==> src/upc_pkg.sv <==
// Summary of operation
// - either pin high floats data; host deselects others
// - enable at high voltage, settle, pulse select
// - short pulses 100 us, fail after ten
// - fast prime pulses 1 ms, at most 25
// - final pulse lasts three X milliseconds
// - read back the programmed location, compare, report
// - any address order; parallel devices allowed
// - other addresses low during identifier reads
package upc_pkg;
  localparam int ADDR_W = 16;
  localparam int DATA_W = 8;
  localparam int CLK_MHZ = 25;
  localparam int SHORT_PULSE_US = 100;
  localparam int PRIME_PULSE_US = 1000;
  localparam int SETUP_US = 2;
  localparam int SHORT_PULSE_CYC = SHORT_PULSE_US * CLK_MHZ;
  localparam int PRIME_PULSE_CYC = PRIME_PULSE_US * CLK_MHZ;
  localparam int SETUP_CYC = SETUP_US * CLK_MHZ;
  localparam int READ_WAIT_CYC = 8;
  localparam logic [4:0] SHORT_MAX_PULSES = 5'h0a;
  localparam logic [4:0] FAST_MAX_PULSES = 5'h19;
  localparam logic [1:0] FINAL_MULT = 2'h3;
  localparam logic [ADDR_W-1:0] ID_UNLOCK_BIT = 16'h0200;
  localparam logic [ADDR_W-1:0] ID_BYTE_BIT = 16'h0001;

  typedef enum logic [2:0] {
    UPC_CMD_READ = 3'h1,
    UPC_CMD_PROG_SHORT = 3'h2,
    UPC_CMD_PROG_FAST = 3'h3,
    UPC_CMD_ID = 3'h4
  } upc_cmd_t;

  typedef struct packed {
    upc_cmd_t cmd;
    logic [ADDR_W-1:0] addr;
    logic [DATA_W-1:0] data;
  } upc_req_t;

  typedef struct packed {
    logic [DATA_W-1:0] data;
    logic fail;
    logic [4:0] pulses;
    logic parity_ok;
  } upc_rsp_t;

  typedef struct packed {
    logic [ADDR_W-1:0] address_inputs;
    logic id_unlock_hv;
    logic chip_sel_n;
    logic out_en_n;
    logic prog_hv;
    logic [DATA_W-1:0] data_out;
    logic data_oe_n;
  } upc_pins_t;
endpackage

==> src/upc_ctrl.sv <==
`timescale 1ns/1ps
`default_nettype none
module upc_ctrl #(
  parameter int SHORT_PULSE_CYCLES = upc_pkg::SHORT_PULSE_CYC,
  parameter int PRIME_PULSE_CYCLES = upc_pkg::PRIME_PULSE_CYC,
  parameter int SETUP_CYCLES = upc_pkg::SETUP_CYC
) (
  input wire logic clk,
  input wire logic rst_n,
  input wire logic clk_en,
  input wire logic req_valid,
  output logic req_ready,
  input wire upc_pkg::upc_req_t req,
  output logic rsp_valid,
  output upc_pkg::upc_rsp_t rsp,
  output upc_pkg::upc_pins_t pins,
  input wire logic [upc_pkg::DATA_W-1:0] data_pins_in
);
  import upc_pkg::*;

  typedef enum logic [6:0] {
    S_IDLE = 7'h01,
    S_SETUP = 7'h02,
    S_PULSE = 7'h04,
    S_REL = 7'h08,
    S_VERIFY = 7'h10,
    S_FINAL = 7'h20,
    S_DONE = 7'h40
  } upc_state_t;

  upc_state_t state_r, state_nxt;
  upc_req_t req_r, req_nxt;
  upc_pins_t pins_r, pins_nxt;
  upc_rsp_t rsp_r, rsp_nxt;
  logic [31:0] cnt_r, cnt_nxt;
  logic [4:0] x_r, x_nxt;
  logic final_r, final_nxt;
  logic [DATA_W-1:0] din_s1_r, din_s2_r;

  function automatic logic is_prog(input upc_cmd_t c);
    return (c == UPC_CMD_PROG_SHORT) || (c == UPC_CMD_PROG_FAST);
  endfunction

  assign req_ready = (state_r == S_IDLE);
  assign rsp_valid = (state_r == S_DONE);
  assign pins = pins_r;
  assign rsp = rsp_r;

  always_ff @(posedge clk or negedge rst_n) begin
    if (!rst_n) begin
      din_s1_r <= 8'h00;
      din_s2_r <= 8'h00;
    end else if (clk_en) begin
      din_s1_r <= data_pins_in;
      din_s2_r <= din_s1_r;
    end
  end

  always_comb begin
    state_nxt = state_r;
    req_nxt = req_r;
    pins_nxt = pins_r;
    rsp_nxt = rsp_r;
    cnt_nxt = cnt_r;
    x_nxt = x_r;
    final_nxt = final_r;
    unique case (state_r)
      S_IDLE: begin
        if (req_valid) begin
          req_nxt = req;
          x_nxt = 5'h00;
          final_nxt = 1'b0;
          cnt_nxt = 32'(SETUP_CYCLES);
          rsp_nxt = '0;
          // any address order accepted
          pins_nxt.address_inputs = req.addr;
          pins_nxt.id_unlock_hv = 1'b0;
          if (req.cmd == UPC_CMD_ID) begin
            // only the byte-select bit may be high
            pins_nxt.address_inputs = req.addr & ID_BYTE_BIT;
            pins_nxt.id_unlock_hv = 1'b1;
          end
          if (is_prog(req.cmd)) begin
            pins_nxt.prog_hv = 1'b1;
            pins_nxt.out_en_n = 1'b1;
            pins_nxt.data_out = req.data;
            pins_nxt.data_oe_n = 1'b0;
            pins_nxt.chip_sel_n = 1'b1;
          end else begin
            pins_nxt.data_oe_n = 1'b1;
            pins_nxt.chip_sel_n = 1'b0;
            pins_nxt.out_en_n = 1'b0;
            cnt_nxt = 32'(READ_WAIT_CYC);
          end
          state_nxt = is_prog(req.cmd) ? S_SETUP : S_VERIFY;
        end
      end
      S_SETUP: begin
        if (cnt_r <= 32'd1) begin
          // select pulsed only after address and data settled
          pins_nxt.chip_sel_n = 1'b0;
          if (final_r) begin
            cnt_nxt = 32'(PRIME_PULSE_CYCLES) *
              32'(FINAL_MULT) * 32'(x_r);
            state_nxt = S_FINAL;
          end else begin
            if (req_r.cmd == UPC_CMD_PROG_SHORT) begin
              cnt_nxt = 32'(SHORT_PULSE_CYCLES);
            end else begin
              cnt_nxt = 32'(PRIME_PULSE_CYCLES);
            end
            x_nxt = x_r + 5'h01;
            state_nxt = S_PULSE;
          end
        end else begin
          cnt_nxt = cnt_r - 32'd1;
        end
      end
      S_PULSE: begin
        // address and data held for the full pulse
        if (cnt_r <= 32'd1) begin
          pins_nxt.chip_sel_n = 1'b1;
          cnt_nxt = 32'(SETUP_CYCLES);
          state_nxt = S_REL;
        end else begin
          cnt_nxt = cnt_r - 32'd1;
        end
      end
      S_REL: begin
        if (cnt_r <= 32'd1) begin
          if (final_r) begin
            state_nxt = S_DONE;
            pins_nxt.data_oe_n = 1'b1;
            pins_nxt.prog_hv = 1'b0;
          end else begin
            // drop bus in the same cycle the verify read enables select and outputs
            pins_nxt.data_oe_n = 1'b1;
            pins_nxt.prog_hv = 1'b0;
            pins_nxt.out_en_n = 1'b0;
            pins_nxt.chip_sel_n = 1'b0;
            cnt_nxt = 32'(READ_WAIT_CYC);
            state_nxt = S_VERIFY;
          end
        end else begin
          cnt_nxt = cnt_r - 32'd1;
        end
      end
      S_VERIFY: begin
        if (cnt_r <= 32'd1) begin
          rsp_nxt.data = din_s2_r;
          rsp_nxt.pulses = x_r;
          rsp_nxt.parity_ok = ^din_s2_r;
          pins_nxt.out_en_n = 1'b1;
          pins_nxt.chip_sel_n = 1'b1;
          pins_nxt.id_unlock_hv = 1'b0;
          state_nxt = S_DONE;
          if (is_prog(req_r.cmd)) begin
            // erased ones can only be cleared, so compare exactly
            if (din_s2_r == req_r.data) begin
              if (req_r.cmd == UPC_CMD_PROG_FAST) begin
                // final pulse gets its own settle time first
                final_nxt = 1'b1;
                cnt_nxt = 32'(SETUP_CYCLES);
                pins_nxt.prog_hv = 1'b1;
                pins_nxt.data_oe_n = 1'b0;
                state_nxt = S_SETUP;
              end
            end else if ((req_r.cmd == UPC_CMD_PROG_SHORT &&
                          x_r >= SHORT_MAX_PULSES) ||
                         (req_r.cmd == UPC_CMD_PROG_FAST &&
                          x_r >= FAST_MAX_PULSES)) begin
              rsp_nxt.fail = 1'b1;
            end else begin
              pins_nxt.prog_hv = 1'b1;
              pins_nxt.data_oe_n = 1'b0;
              cnt_nxt = 32'(SETUP_CYCLES);
              state_nxt = S_SETUP;
            end
          end
        end else begin
          cnt_nxt = cnt_r - 32'd1;
        end
      end
      S_FINAL: begin
        if (cnt_r <= 32'd1) begin
          pins_nxt.chip_sel_n = 1'b1;
          cnt_nxt = 32'(SETUP_CYCLES);
          state_nxt = S_REL;
        end else begin
          cnt_nxt = cnt_r - 32'd1;
        end
      end
      S_DONE: begin
        pins_nxt.data_oe_n = 1'b1;
        pins_nxt.prog_hv = 1'b0;
        pins_nxt.out_en_n = 1'b1;
        pins_nxt.chip_sel_n = 1'b1;
        state_nxt = S_IDLE;
      end
      default: state_nxt = S_IDLE;
    endcase
  end

  always_ff @(posedge clk or negedge rst_n) begin
    if (!rst_n) begin
      state_r <= S_IDLE;
      req_r <= '0;
      rsp_r <= '0;
      cnt_r <= 32'h0000_0000;
      x_r <= 5'h00;
      final_r <= 1'b0;
      pins_r <= '{address_inputs: 16'h0000, id_unlock_hv: 1'b0,
                  chip_sel_n: 1'b1, out_en_n: 1'b1, prog_hv: 1'b0,
                  data_out: 8'h00, data_oe_n: 1'b1};
    end else if (clk_en) begin
      state_r <= state_nxt;
      req_r <= req_nxt;
      rsp_r <= rsp_nxt;
      cnt_r <= cnt_nxt;
      x_r <= x_nxt;
      final_r <= final_nxt;
      pins_r <= pins_nxt;
    end
  end
endmodule
`default_nettype wire

==> config.mk <==
export PLATFORM = sky130hd
export DESIGN_NAME = upc_ctrl
export DESIGN_NICKNAME = d
export VERILOG_FILES = /design/src/upc_pkg.sv /design/src/upc_ctrl.sv
export SDC_FILE = /design/constraint.sdc
export NUM_CORES = 1
export LEC_CHECK = 0
export BUFFER_PORTS_ARGS = -buffer_cell sky130_fd_sc_hd__buf_4
export CORE_MARGIN = 2
export CORE_UTILIZATION = 60
export CTS_BUF_LIST = sky130_fd_sc_hd__clkbuf_2
export CTS_CLUSTER_DIAMETER = 120
export DETAILED_ROUTE_END_ITERATION = 8
export PLACE_DENSITY = 0.88
export SLEW_MARGIN = 20
export SYNTH_ARGS = -nofsm -noshare
export SYNTH_HDL_FRONTEND = slang
export SYNTH_SLANG_ARGS = --single-unit
==> constraint.sdc <==
create_clock -name clk -period 8.1 [get_ports clk]
set_clock_uncertainty 0.2 [all_clocks]
set_input_delay 0.81 -clock clk [delete_from_list [all_inputs] [get_ports clk]]
set_output_delay 0.81 -clock clk [all_outputs]
set_load 0.03 [all_outputs]
[After elaboration in Yosys (flattened, before gate mapping)]
Index checks and enable logic that the tools add are counted.
Storage, ports and cells
  flip-flop bits (word level): 116
  word-level logic and storage cells: 146
  output and inout port bits: 46
  bits of input ports: 39
Cells by class
  equal/unequal tests: 32
  $add $sub $neg: 2
  reduce and logical (&&, ||, !) cells: 24
  $lt $le $gt $ge: 3
  muxes and demuxes: 65
  multipliers: 1
Operators by type and width (count)
  $mux 32: 10
  $pmux 32 s5: 1
  $mux 7: 10
  $mux 15: 3
  $pmux 7 s5: 1
  $le 32x1->1 const B: 1
  $sub 32x1->32 const B: 1
  $pmux 15 s2: 1
  $mux 22: 1
  $ne 2x2->1 const B: 11
  $reduce_and 7->1: 3
  $mux 5: 4
  $mul 14x5->19 const A: 1
  $mux 1: 19
  $mux 17: 1
  $reduce_and 8->1: 2
  $mux 13: 1
  $eq 3x2->1 const B: 4
  $mux 6: 2
  $ne 3x3->1 const B: 4
  $reduce_and 6->1: 2
  $pmux 5 s2: 1
  $mux 9: 1
  $reduce_and 9->1: 1
  32 further kinds: 41

[Longest topological paths before layout]
Gate-level depths: netlist of the first run.
  depth in word-level cells: 8
  depth in mapped cells: 15
  mapped depth without buffers: 15

[Least setup slack after synthesis of the first run]
No wires, ideal clock.
  path kind: register to register
  from: reg x_r[3]
  to: reg cnt_r[21]
  cell stages (with the launch flop): 14
  buffers on the path: 0
  data required time: 7.775 ns
  setup time: 0.125 ns
  path slack: 4.090 ns
  period minus slack after synthesis: 4.010 ns
  arrival: 3.685 ns
  cells stage by stage: dfrtp_1 fa_1 inv_1 fa_1 fa_1 inv_1 ha_1 nor2b_1 o31a_1 o21ai_0 o31a_1 nand2_1 a31oi_1 o21ai_1
On the way
  longest elaborated chain between the ends: 5
  elaborated cells between the ends (all ways): 11
  those cells by class: mul: 1; order compare: 2; eq/ne: 1; mux: 3; reduce/logical: 4
Ends and longest elaborated chain
  from (decl): line upc_ctrl.sv:36  | logic [4:0] x_r, x_nxt;
  from (signal assigned): line upc_ctrl.sv:220  | x_r <= x_nxt;
  parallel branches: the longest is 5 deep, another holds $mul 14x5->19
  to (signal assigned): line upc_ctrl.sv:219  | cnt_r <= cnt_nxt;
  to (decl): line upc_ctrl.sv:35  | logic [31:0] cnt_r, cnt_nxt;
Parallel ways; which one is timed is not known.
A chain may end at the register's enable or synchronous reset.

[Worst setup path in the final report of the first run]
  from: reg x_r[4]
  to: reg cnt_r[14]
Same word-level chain as after synthesis.

==> results.ini, run 1 <==
[outcome]
status = complete, no violations

[grt]
antenna_found_initial = 0
grt_use_total_pct = 29.7
grt_pass1_vias = 6278
grt_pass1_wl_um = 30500
globalRouteOverflowTotal = 0
grt_max_degree = 72

[setup_path]
start_kind = flip-flop
crit_path_max_fanout = 13
endpoint_kind = flip-flop
cp.arrival_ns = 4.87
crit_type = flip-flop to flip-flop
worstPathRequired_ns = 8.56

[timing]
tns_ns = 0
rsz0062_at_grt = false
relSlewSlack_pct = 30.3
period_needed_ns = 4.40
fin_crit_sh_pct = 54.4
final-hold-violation-count = 0
timing.fmax_mhz = 227
holdWs_ns = 0.0342
setup_violations = 0
worstMarginPinSlew_ns = 1.04
slew_viol_final = 0

[cells_and_area]
nets = 947
area_delta_synth_final_pct = 13.1
fill_cells = 900
drive_gt1_share_pct = 20.0
area.sequential_um2 = 2910
most-common-layout-cells = 112 x nand2_1, 112 x dfrtp_1, 87 x buf_4
multiInputGateArea_um2 = 4010
antenna_cells = 0
final_cell_area_um2 = 8180

[detailed_routing]
drc = 0
viasPerCell = 6.28
dr_total_vias = 6421
wl_per_cell_um = 18.0
wl_um = 18400
drtIter0Drc = 568
detail-route-antenna-nets = 0
first_pass_iters = 5

[cts]
cts-resized-gates = 0
clock_latency_ns = 0.76
cts_buffers = 17
cts_tree = done
htree_levels = 4
cts.sinks = 116
clockBufferDepth = 2
root_buffer = clkbuf_2
clk_pin_slew_ns = 0.24

[floorplanning]
io_pins = 85
coreArea_um2 = 11900
die-area_um2 = 12900
start_util_pct = 60.7
rows = 40
die_w_um = 114
die_h_um = 114

[synthesis]
ys_warn_count = 0
synth_edf_count = 0
synth_cell_types = 71
syn_area_per_cell_um2 = 9.11
ys.flop_type = dfrtp_1
synthArstFlopShare_pct = 100
syn_nets = 879
synth_area_um2 = 7230
synth-seq-cells = 116
synth_cells = 794
ys_seq_area_share_pct = 40.2

[pwr]
p_leak_nw = 3.99
max-vdd-ir-drop_mv = 0.232
p_per_area_nw_per_um2 = 323
p_sw_w = 0.00125
p_comb_share_pct = 49.3
p_sw_share_pct = 47.3
p_int_w = 0.00139
seqPwrFrac_pct = 33.9
clkPwrFrac_pct = 16.9

[min_path]
hp-class = input port to flip-flop

[placement]
dp_hpwl_um = 12800
place.gp.congestion = 0.895
io_buffers = 84
placed_area_um2 = 7870

[run]
max_cap_viol_count = 0

[per-layer routing]
metal / up-vias / share of wire (%) / GRT usage, % / wire length [um]
met4: 0 / 2.0 / 11.1 / 360
met5: - / 0 / 0 / 0
li1: 2991 / - / - / -
met2: 298 / 47 / 46.5 / 8680
met3: 37 / 7.9 / 7.49 / 1460
met1: 3095 / 43 / 40.5 / 7930
[registers in the layout (all words and copies together) (netlist names)]
signal    count
cnt_r        32
rsp          15
din_s1_r      8
x_r           5
final_r       1
req_r        11
din_s2_r      8
state_r       7
pins         29
[cell type report]
cell class	count	area share (%)
Multi-Input combinational cell	603	49.0
Sequential cell	116	35.5
Timing Repair Buffer	90	8.35
Clock inverter	15	2.31
Tap cell	147	2.25
Inverter	34	1.56
Clock buffer	17	1.04
[final timing paths]
| check | from | end | slack, ns | cells after the start |
|---|---|---|---|---|
| worst max-delay path | x_r[4]$_DFFE_PN0P_ | cnt_r[14]$_DFFE_PN0P_ | 3.70 | 13 |
| worst max register to register | x_r[4]$_DFFE_PN0P_ | cnt_r[14]$_DFFE_PN0P_ | 3.70 | 13 |
| worst min register to register | pins[20]$_DFFE_PN0P_ | pins[20]$_DFFE_PN0P_ | 0.30 | 2 |
| worst min-delay path | req[2] | req_r[2]$_DFFE_PN0P_ | 0.03 | 3 |
| max in group asynchronous | rst_n | state_r[0]$_DFFE_PN1P_ | 6.03 | 3 |
| min in group asynchronous | rst_n | cnt_r[16]$_DFFE_PN0P_ | 0.49 | 2 |
[worst max-delay path, stage by stage (launching register included)]
cell	delay, ns
dfrtp_1	0.72
fa_1	0.57
inv_1	0.14
fa_1	0.45
fa_1	0.51
inv_1	0.04
ha_1	0.24
a211oi_1	0.31
nor2_1	0.13
o21ai_0	0.40
nor2_1	0.08
o31ai_1	0.29
a21oi_1	0.10
o22ai_1	0.13
[cell usage after synthesis, types with 5 or more instances]
cell type	n	area (um2)
a21o_1	8	60.1
a21oi_1	35	175
a22o_1	17	149
a31oi_1	19	119
and3_1	7	43.8
buf_2	6	30.0
buf_6	5	56.3
clkbuf_1	27	101
dfrtp_1	112	2800
fa_1	8	160
ha_1	38	475
inv_1	34	128
mux2_2	30	338
nand2_1	112	420
nand2b_1	5	31.3
nand3_1	30	150
nand4_1	8	50.1
nor2_1	46	173
nor2b_1	7	43.8
nor3_1	34	170
nor4_1	9	56.3
o21a_1	8	60.1
o21ai_0	50	250
o21ai_1	6	30.0
o22ai_1	8	50.1
o31ai_1	14	105
or2_2	7	43.8
or3_1	8	50.1
xnor2_1	21	184
xor2_1	7	61.3
[power groups by stage]
stage               clock network, W  registers (W)  logic (W)
finish                      0.000447       0.000896    0.00130
global route                0.000472       0.000918    0.00143
CTS                         0.000448       0.000891    0.00129
detailed placement                 0       0.000900    0.00128
global placement                   0       0.000892    0.00125
floorplan                          0       0.000997   0.000834
[per-stage QoR]
stage	setup WS [ns]	total power [W]	util [%]	instances
after CTS	3.71	0.00263	68.5	1020
after global routing	3.31	0.00282	68.7	1022
after global placement	3.91	0.00214	66.1	987
after detailed placement	3.80	0.00218	66.1	987
after floorplan	4.09	0.00183	-	794
final	3.70	0.00265	68.7	1022
[kinds of logic after synthesis]
logic type      synth area share (%)
mux                             5.43
flops                           40.2
buf+inv                         4.57
compound gates                  18.0
fa+ha+maj                       8.79
simple gates                    19.6
xor+xnor                        3.39
[timing repair]
action / in CTS / in global routing
hold buffers: 1 / 2
hold endpoints to repair: 54 / 2
setup buffers: 0 / 0
(Power assumes the default switching activity.)
==> inputs of run 2 (changes only) <==
--- a/config.mk
+++ b/config.mk
@@ -7,11 +7,11 @@
 export LEC_CHECK = 0
 export BUFFER_PORTS_ARGS = -buffer_cell sky130_fd_sc_hd__buf_4
 export CORE_MARGIN = 2
-export CORE_UTILIZATION = 60
+export CORE_UTILIZATION = 55
 export CTS_BUF_LIST = sky130_fd_sc_hd__clkbuf_2
 export CTS_CLUSTER_DIAMETER = 120
 export DETAILED_ROUTE_END_ITERATION = 8
-export PLACE_DENSITY = 0.88
+export PLACE_DENSITY = 0.85
 export SLEW_MARGIN = 20
 export SYNTH_ARGS = -nofsm -noshare
 export SYNTH_HDL_FRONTEND = slang
==> constraint.sdc (replaced) <==
create_clock -name clk -period 4.05 [get_ports clk]
set_clock_uncertainty 0.2 [all_clocks]
set_input_delay 0.405 -clock clk [delete_from_list [all_inputs] [get_ports clk]]
set_output_delay 0.405 -clock clk [all_outputs]
set_load 0.03 [all_outputs]
==> run 2 against run 1 <==
Net effect:
- clock-buffer cell count did not move
- cell count rose by 9.9%
- total power rose by 110%
- routed wire length rose by 14%
- die area rose by 8.8%
- clock power rose by 91%
- flip-flop and latch count did not move
- setup slack got worse by 3.6 ns
- worst hold slack improved by 0.045 ns
- combinational power rose by 120%
- largest cell class unchanged
- largest power group unchanged
==> results.ini, run 2 (synthesis gave the netlist of run 1 again) <==
[cts]
cts_buffers = 17  ; unchanged
cts.sinks = 116  ; unchanged
root_buffer = clkbuf_2
clk_pin_slew_ns = 0.24  ; about the same
htree_levels = 4  ; unchanged
clock_latency_ns = 0.76  ; about the same
cts_tree = done
clockBufferDepth = 2  ; unchanged

[timing]
relSlewSlack_pct = 41.7  ; +11 points
fin_crit_sh_pct = 98.3  ; +44 points
tns_ns = 0  ; unchanged
period_needed_ns = 3.98  ; -0.421 ns
final-hold-violation-count = 0  ; unchanged
slew_viol_final = 0  ; unchanged
setup_violations = 0  ; unchanged
worstMarginPinSlew_ns = 0.874  ; -0.168 ns
timing.fmax_mhz = 251  ; +11%

[pwr]
p_per_area_nw_per_um2 = 617  ; +91%
clkPwrFrac_pct = 15.5  ; -1.4 points
p_leak_nw = 4.31  ; +8.1%
p_sw_share_pct = 46.6  ; -0.69 points
seqPwrFrac_pct = 32.6  ; -1.3 points
max-vdd-ir-drop_mv = 0.468  ; +100%
p_comb_share_pct = 51.9  ; +2.6 points
p_int_w = 0.00295  ; +110%
power_w = 0.00552  ; +110%
p_sw_w = 0.00257  ; +110%

[placement]
io_buffers = 84  ; unchanged
place.gp.congestion = 0.909  ; +1.5%
dp_hpwl_um = 13000  ; +1.8%

[setup_path]
cp.arrival_ns = 4.41  ; -0.46 ns
crit_type = flip-flop to flip-flop
r2r_start = x_r[2]$_DFFE_PN0P_
worstPathRequired_ns = 4.48  ; -4.08 ns
reg2reg_slack_ns = 0.07  ; -3.63 ns
start_kind = flip-flop
endpoint_kind = flip-flop
crit_path_max_fanout = 4  ; -9
reg2reg_to = cnt_r[19]$_DFFE_PN0P_
worstRegToRegCells = 13  ; unchanged

[detailed_routing]
drtIter0Drc = 719  ; +27%
viasPerCell = 6.17  ; -1.8%
wl_per_cell_um = 18.8  ; +4.1%
first_pass_iters = 6  ; +1
wl_um = 21100  ; +14%
detail-route-antenna-nets = 0  ; unchanged
drc = 0  ; unchanged
dr_total_vias = 6929  ; +7.9%

[floorplanning]
rows = 41  ; +2.5%
coreArea_um2 = 12700  ; +6.8%
start_util_pct = 56.9  ; -3.9 points
io_pins = 85  ; unchanged
die_h_um = 119  ; +4.3%
die-area_um2 = 14100  ; +8.8%
die_w_um = 119  ; +4.3%

[min_path]
hp-class = input port to async pin

[cells_and_area]
most-common-layout-cells = 112 x nand2_1, 112 x dfrtp_1, 108 x buf_4
top_register = cnt_r
area.sequential_um2 = 2910  ; unchanged
nets = 1022  ; +7.9%
area_delta_synth_final_pct = 23.7
multiInputGateArea_um2 = 4040  ; +0.81%
fill_cells = 894  ; -0.67%
largest_register_ffs = 32  ; unchanged
drive_gt1_share_pct = 21.5  ; +1.5 points

[grt]
grt_pass1_vias = 6979  ; +11%
globalRouteOverflowTotal = 0  ; unchanged
antenna_found_initial = 1  ; +1
grt_pass1_wl_um = 34700  ; +13%
grt_max_degree = 64  ; -11%
grt_use_total_pct = 30.7  ; +0.93 points

[run]
max_cap_viol_count = 0  ; unchanged

[outcome]
status = complete, no violations

-- run 2: cell types whose count changed in the layout (fill, tap and decap cells not counted), moves of 2 or more --
cell	previous run	this run
inv_2	0	2
o21ai_0	50	48
inv_1	34	32
clkinv_4	1	3
buf_4	87	108
ha_1	38	36
ha_4	0	2
inv_6	8	3
dlygate4sd3_1	3	56
-- run 2: worst max-delay path: stages, from the launching register on --
cell and delay [ns]:
dfrtp_1 0.44, fa_1 0.58, inv_2 0.05, fa_1 0.45, fa_1 0.52, inv_2 0.05
ha_4 0.22, nor2b_2 0.16, o31a_1 0.33, o2111a_1 0.29, o21ai_0 0.18, nand2_1 0.08
a31oi_1 0.21, o21ai_1 0.09
-- run 2: cell type report --
cell class	instances	share of cell area, %
antenna	1	0.0280
timing repair buffer	165	15.6
clock buffer	17	0.951
multi-input combinational	603	45.1
tap	172	2.41
sequential	116	32.5
inverter	34	1.43
clock inverter	15	2.00
-- run 2: worst max path at each step --
stage	start	end	slack [ns]	cells past startpoint
after floorplan	x_r[3]$_DFFE_PN0P_	cnt_r[21]$_DFFE_PN0P_	0.04	13
after global placement	x_r[2]$_DFFE_PN0P_	cnt_r[21]$_DFFE_PN0P_	0.03	13
after detailed placement	x_r[2]$_DFFE_PN0P_	cnt_r[21]$_DFFE_PN0P_	-0.05	13
after CTS	x_r[4]$_DFFE_PN0P_	cnt_r[19]$_DFFE_PN0P_	0.06	13
after global routing	x_r[2]$_DFFE_PN0P_	cnt_r[19]$_DFFE_PN0P_	-0.04	13
final	x_r[2]$_DFFE_PN0P_	cnt_r[19]$_DFFE_PN0P_	0.07	13
-- run 2: routing by layer --
layer | GRT usage (%) | vias up | routed length, um
li1 | - | 3136 | -
met1 | 37.4 | 3344 | 8280
met2 | 51.6 | 373 | 10500
met3 | 7.67 | 76 | 1640
met4 | 12.9 | 0 | 665
met5 | 0 | - | 0
-- run 2: timing repair --
action,in CTS,in global routing
hold endpoints to repair,118,0
pin swaps,1,9
hold buffers,56,0
gates resized for setup,1,10
setup endpoints to repair,4,11
buffers inserted,1,3
-- run 2: through the flow --
step	hold slack [ns]	area, um2	cells	utilization (%)	setup WS [ns]
2_1_floorplan	-0.0906	7230	794	-	0.0396
3_3_place_gp	0.252	8050	1030	63.2	0.0262
3_5_place_dp	0.258	8050	1030	63.2	-0.0477
4_1_cts	0.0841	8880	1119	69.8	0.0639
5_1_grt	0.111	8950	1123	70.3	-0.0392
6_report	0.0794	8950	1123	70.3	0.0684
-- run 2: power by group through the flow --
stage | registers [W] | logic (W) | clock network [W]
global placement | 0.00178 | 0.00256 | 0
floorplan | 0.00199 | 0.00167 | 0
finish | 0.00180 | 0.00286 | 0.000853
detailed placement | 0.00179 | 0.00262 | 0
global route | 0.00184 | 0.00310 | 0.000910
CTS | 0.00177 | 0.00275 | 0.000849
==> inputs of run 3 (changes only) <==
--- a/config.mk
+++ b/config.mk
@@ -11,7 +11,9 @@
 export CTS_BUF_LIST = sky130_fd_sc_hd__clkbuf_2
 export CTS_CLUSTER_DIAMETER = 120
 export DETAILED_ROUTE_END_ITERATION = 8
+export GPL_ROUTABILITY_DRIVEN = 0
 export PLACE_DENSITY = 0.85
+export REMOVE_ABC_BUFFERS = 1
 export SLEW_MARGIN = 20
 export SYNTH_ARGS = -nofsm -noshare
 export SYNTH_HDL_FRONTEND = slang
==> run 3 against run 2 <==
Net effect:
- flip-flop and latch count stayed put
- sequential power barely moved
- register-to-register slack better by 0.06 ns
- largest power group unchanged
==> results.ini, run 3 (synthesis gave the netlist of run 1 again) <==
[grt]
antenna_found_initial = 0  ; -1
grt_pass1_vias = 6720  ; -3.7%
grt_use_total_pct = 29.9  ; -0.81 points
grt_pass1_wl_um = 33600  ; -3.0%
globalRouteOverflowTotal = 0  ; unchanged
grt_max_degree = 117  ; +83%

[placement]
io_buffers = 84  ; unchanged
place_inst = 1030  ; unchanged
dp_hpwl_um = 13000  ; about the same
placed_area_um2 = 8050  ; unchanged
pre_cts_ws_ns = -0.0118  ; +0.0359 ns

[timing]
setup_violations = 0  ; unchanged
timing.fmax_mhz = 255  ; +1.6%
period_needed_ns = 3.92  ; -0.0624 ns
setup_ws_ns = 0.131  ; +0.0624 ns
rsz0062_at_grt = false
worstMarginPinSlew_ns = 1.03  ; +0.153 ns
fin_crit_sh_pct = 96.8  ; -1.5 points
slew_viol_final = 0  ; unchanged
final-hold-violation-count = 0  ; unchanged
relSlewSlack_pct = 31.3  ; -10 points
holdWs_ns = 0.0528  ; -0.0266 ns

[detailed_routing]
first_pass_iters = 8  ; +2
drc = 0  ; unchanged
detail-route-antenna-nets = 0  ; unchanged
dr_total_vias = 6723  ; -3.0%
wl_per_cell_um = 18.7  ; -0.41%
viasPerCell = 6.07  ; -1.7%
drtIter0Drc = 620  ; -14%
wl_um = 20700  ; -1.7%

[min_path]
hp-class = input port to async pin

[cts]
clockBufferDepth = 2  ; unchanged
htree_levels = 4  ; unchanged
cts_buffers = 17  ; unchanged
root_buffer = clkbuf_2
cts_tree = done
clk_pin_slew_ns = 0.18  ; -0.06 ns
clock_latency_ns = 0.76  ; about the same
cts.sinks = 116  ; unchanged

[setup_path]
r2r_start = x_r[2]$_DFFE_PN0P_
crit_type = flip-flop to flip-flop
startpoint = x_r[2]$_DFFE_PN0P_
crit_path_end = cnt_r[15]$_DFFE_PN0P_
worstRegToRegCells = 13  ; unchanged
start_kind = flip-flop
reg2reg_slack_ns = 0.13  ; +0.06 ns
reg2reg_to = cnt_r[15]$_DFFE_PN0P_
critPathMaxStageDelay_ns = 0.57  ; about the same
worst_path_most_repeated_cell = fa_1
crit_path_max_fanout = 4  ; unchanged
worst_path_max_delay_cell = fa_1
endpoint_kind = flip-flop
cp.arrival_ns = 4.31  ; -0.10 ns
worstPathRequired_ns = 4.44  ; -0.04 ns
cp_cell_sequence = fa_1, inv_1, fa_1, fa_1, inv_1, ha_4, nor2b_1, o31a_1, o2111a_1, a21oi_2, xnor2_1, a21oi_1, o22ai_1

[pwr]
seqPwrFrac_pct = 33.1  ; +0.5 points
max-vdd-ir-drop_mv = 0.430  ; -8.0%
p_sw_w = 0.00257  ; -0.29%
p_sw_share_pct = 47.1  ; +0.53 points
p_comb_share_pct = 51.2  ; -0.7 points
p_per_area_nw_per_um2 = 618  ; +0.16%
p_int_w = 0.00288  ; -2.4%
p_leak_nw = 4.25  ; -1.4%
clkPwrFrac_pct = 15.8  ; +0.3 points

[cells_and_area]
area_delta_synth_final_pct = 21.8
drive_gt1_share_pct = 21.2  ; -0.32 points
most-common-layout-cells = 112 x nand2_1, 112 x dfrtp_1, 104 x buf_4
top_register = cnt_r
antenna_cells = 0  ; -1
nets = 1008  ; -1.4%
stdcell_count = 1108  ; -1.3%
largest_register_ffs = 32  ; unchanged
utilization_pct = 69.2  ; -1.1 points
final_cell_area_um2 = 8810  ; -1.6%

[floorplanning]
io_pins = 85  ; unchanged
die_w_um = 119  ; unchanged
coreArea_um2 = 12700  ; unchanged
die-area_um2 = 14100  ; unchanged
die_h_um = 119  ; unchanged
start_util_pct = 56.9  ; unchanged
rows = 41  ; unchanged

[outcome]
status = complete, no violations

[run]
max_cap_viol_count = 0  ; unchanged

[run 3: cell count changes in the layout (fill, tap and decap cells not counted), sizes merged]
cell	delta
buf	-4
clkbuf	+1
diode	-1
clkinv	-1
dlygate4sd3	-10
[run 3: critical path, delay by kind of cell (launching register included)]
| kind | cells | cell delay [ns] |
|---|---|---|
| simple gates | 1 | 0.14 |
| buf+inv | 2 | 0.14 |
| fa+ha+maj | 4 | 1.80 |
| flops | 1 | 0.43 |
| compound gates | 5 | 1.02 |
| xor+xnor | 1 | 0.08 |
[run 3: layout make-up]
class	count	area [um2]
clock inverter	14	179
sequential	116	2910
inverter	34	128
clock buffer	18	90.1
timing repair buffer	151	1260
multi-input combinational	603	4030
tap	172	215
fill	927	3920
[run 3: power groups by stage]
stage	combinational (W)	clock, W	sequential, W
floorplan	0.00153	0	0.00201
global placement	0.00257	0	0.00177
detailed placement	0.00265	0	0.00179
CTS	0.00270	0.000856	0.00177
global route	0.00302	0.000909	0.00184
finish	0.00278	0.000858	0.00180
[run 3: worst min-delay path by stage]
stage,start,endpoint,depth (start not counted)
2_1_floorplan,rst_n,cnt_r[0]$_DFFE_PN0P_,0
3_3_place_gp,pins[22]$_DFFE_PN0P_,pins[22]$_DFFE_PN0P_,2
3_5_place_dp,pins[27]$_DFFE_PN0P_,pins[27]$_DFFE_PN0P_,2
4_1_cts,rst_n,din_s1_r[7]$_DFFE_PN0P_,3
5_1_grt,rst_n,req_r[3]$_DFFE_PN0P_,3
6_report,rst_n,cnt_r[23]$_DFFE_PN0P_,3
[run 3: repair_timing]
item | CTS | global route
resized for setup | 2 | 8
hold buffers | 46 | 0
gates cloned | 0 | 0
setup endpoints to repair | 2 | 10
pin swaps | 0 | 1
setup buffers | 0 | 0
endpoints found under the hold margin | 174 | 0
[run 3: metrics by stage]
| stage | setup TNS [ns] | total power (W) |
|---|---|---|
| after floorplan | 0 | 0.00354 |
| final | 0 | 0.00544 |
| after global placement | 0 | 0.00434 |
| after global routing | 0 | 0.00576 |
| after CTS | 0 | 0.00533 |
| after detailed placement | -0.0118 | 0.00444 |
[run 3: layer usage]
metal	global-route usage (%)	up-vias	wire length [um]
met5	0	-	0
li1	-	3115	-
met1	36.7	3206	8350
met3	9.07	61	1820
met2	49.7	341	9990
met4	10.5	0	552
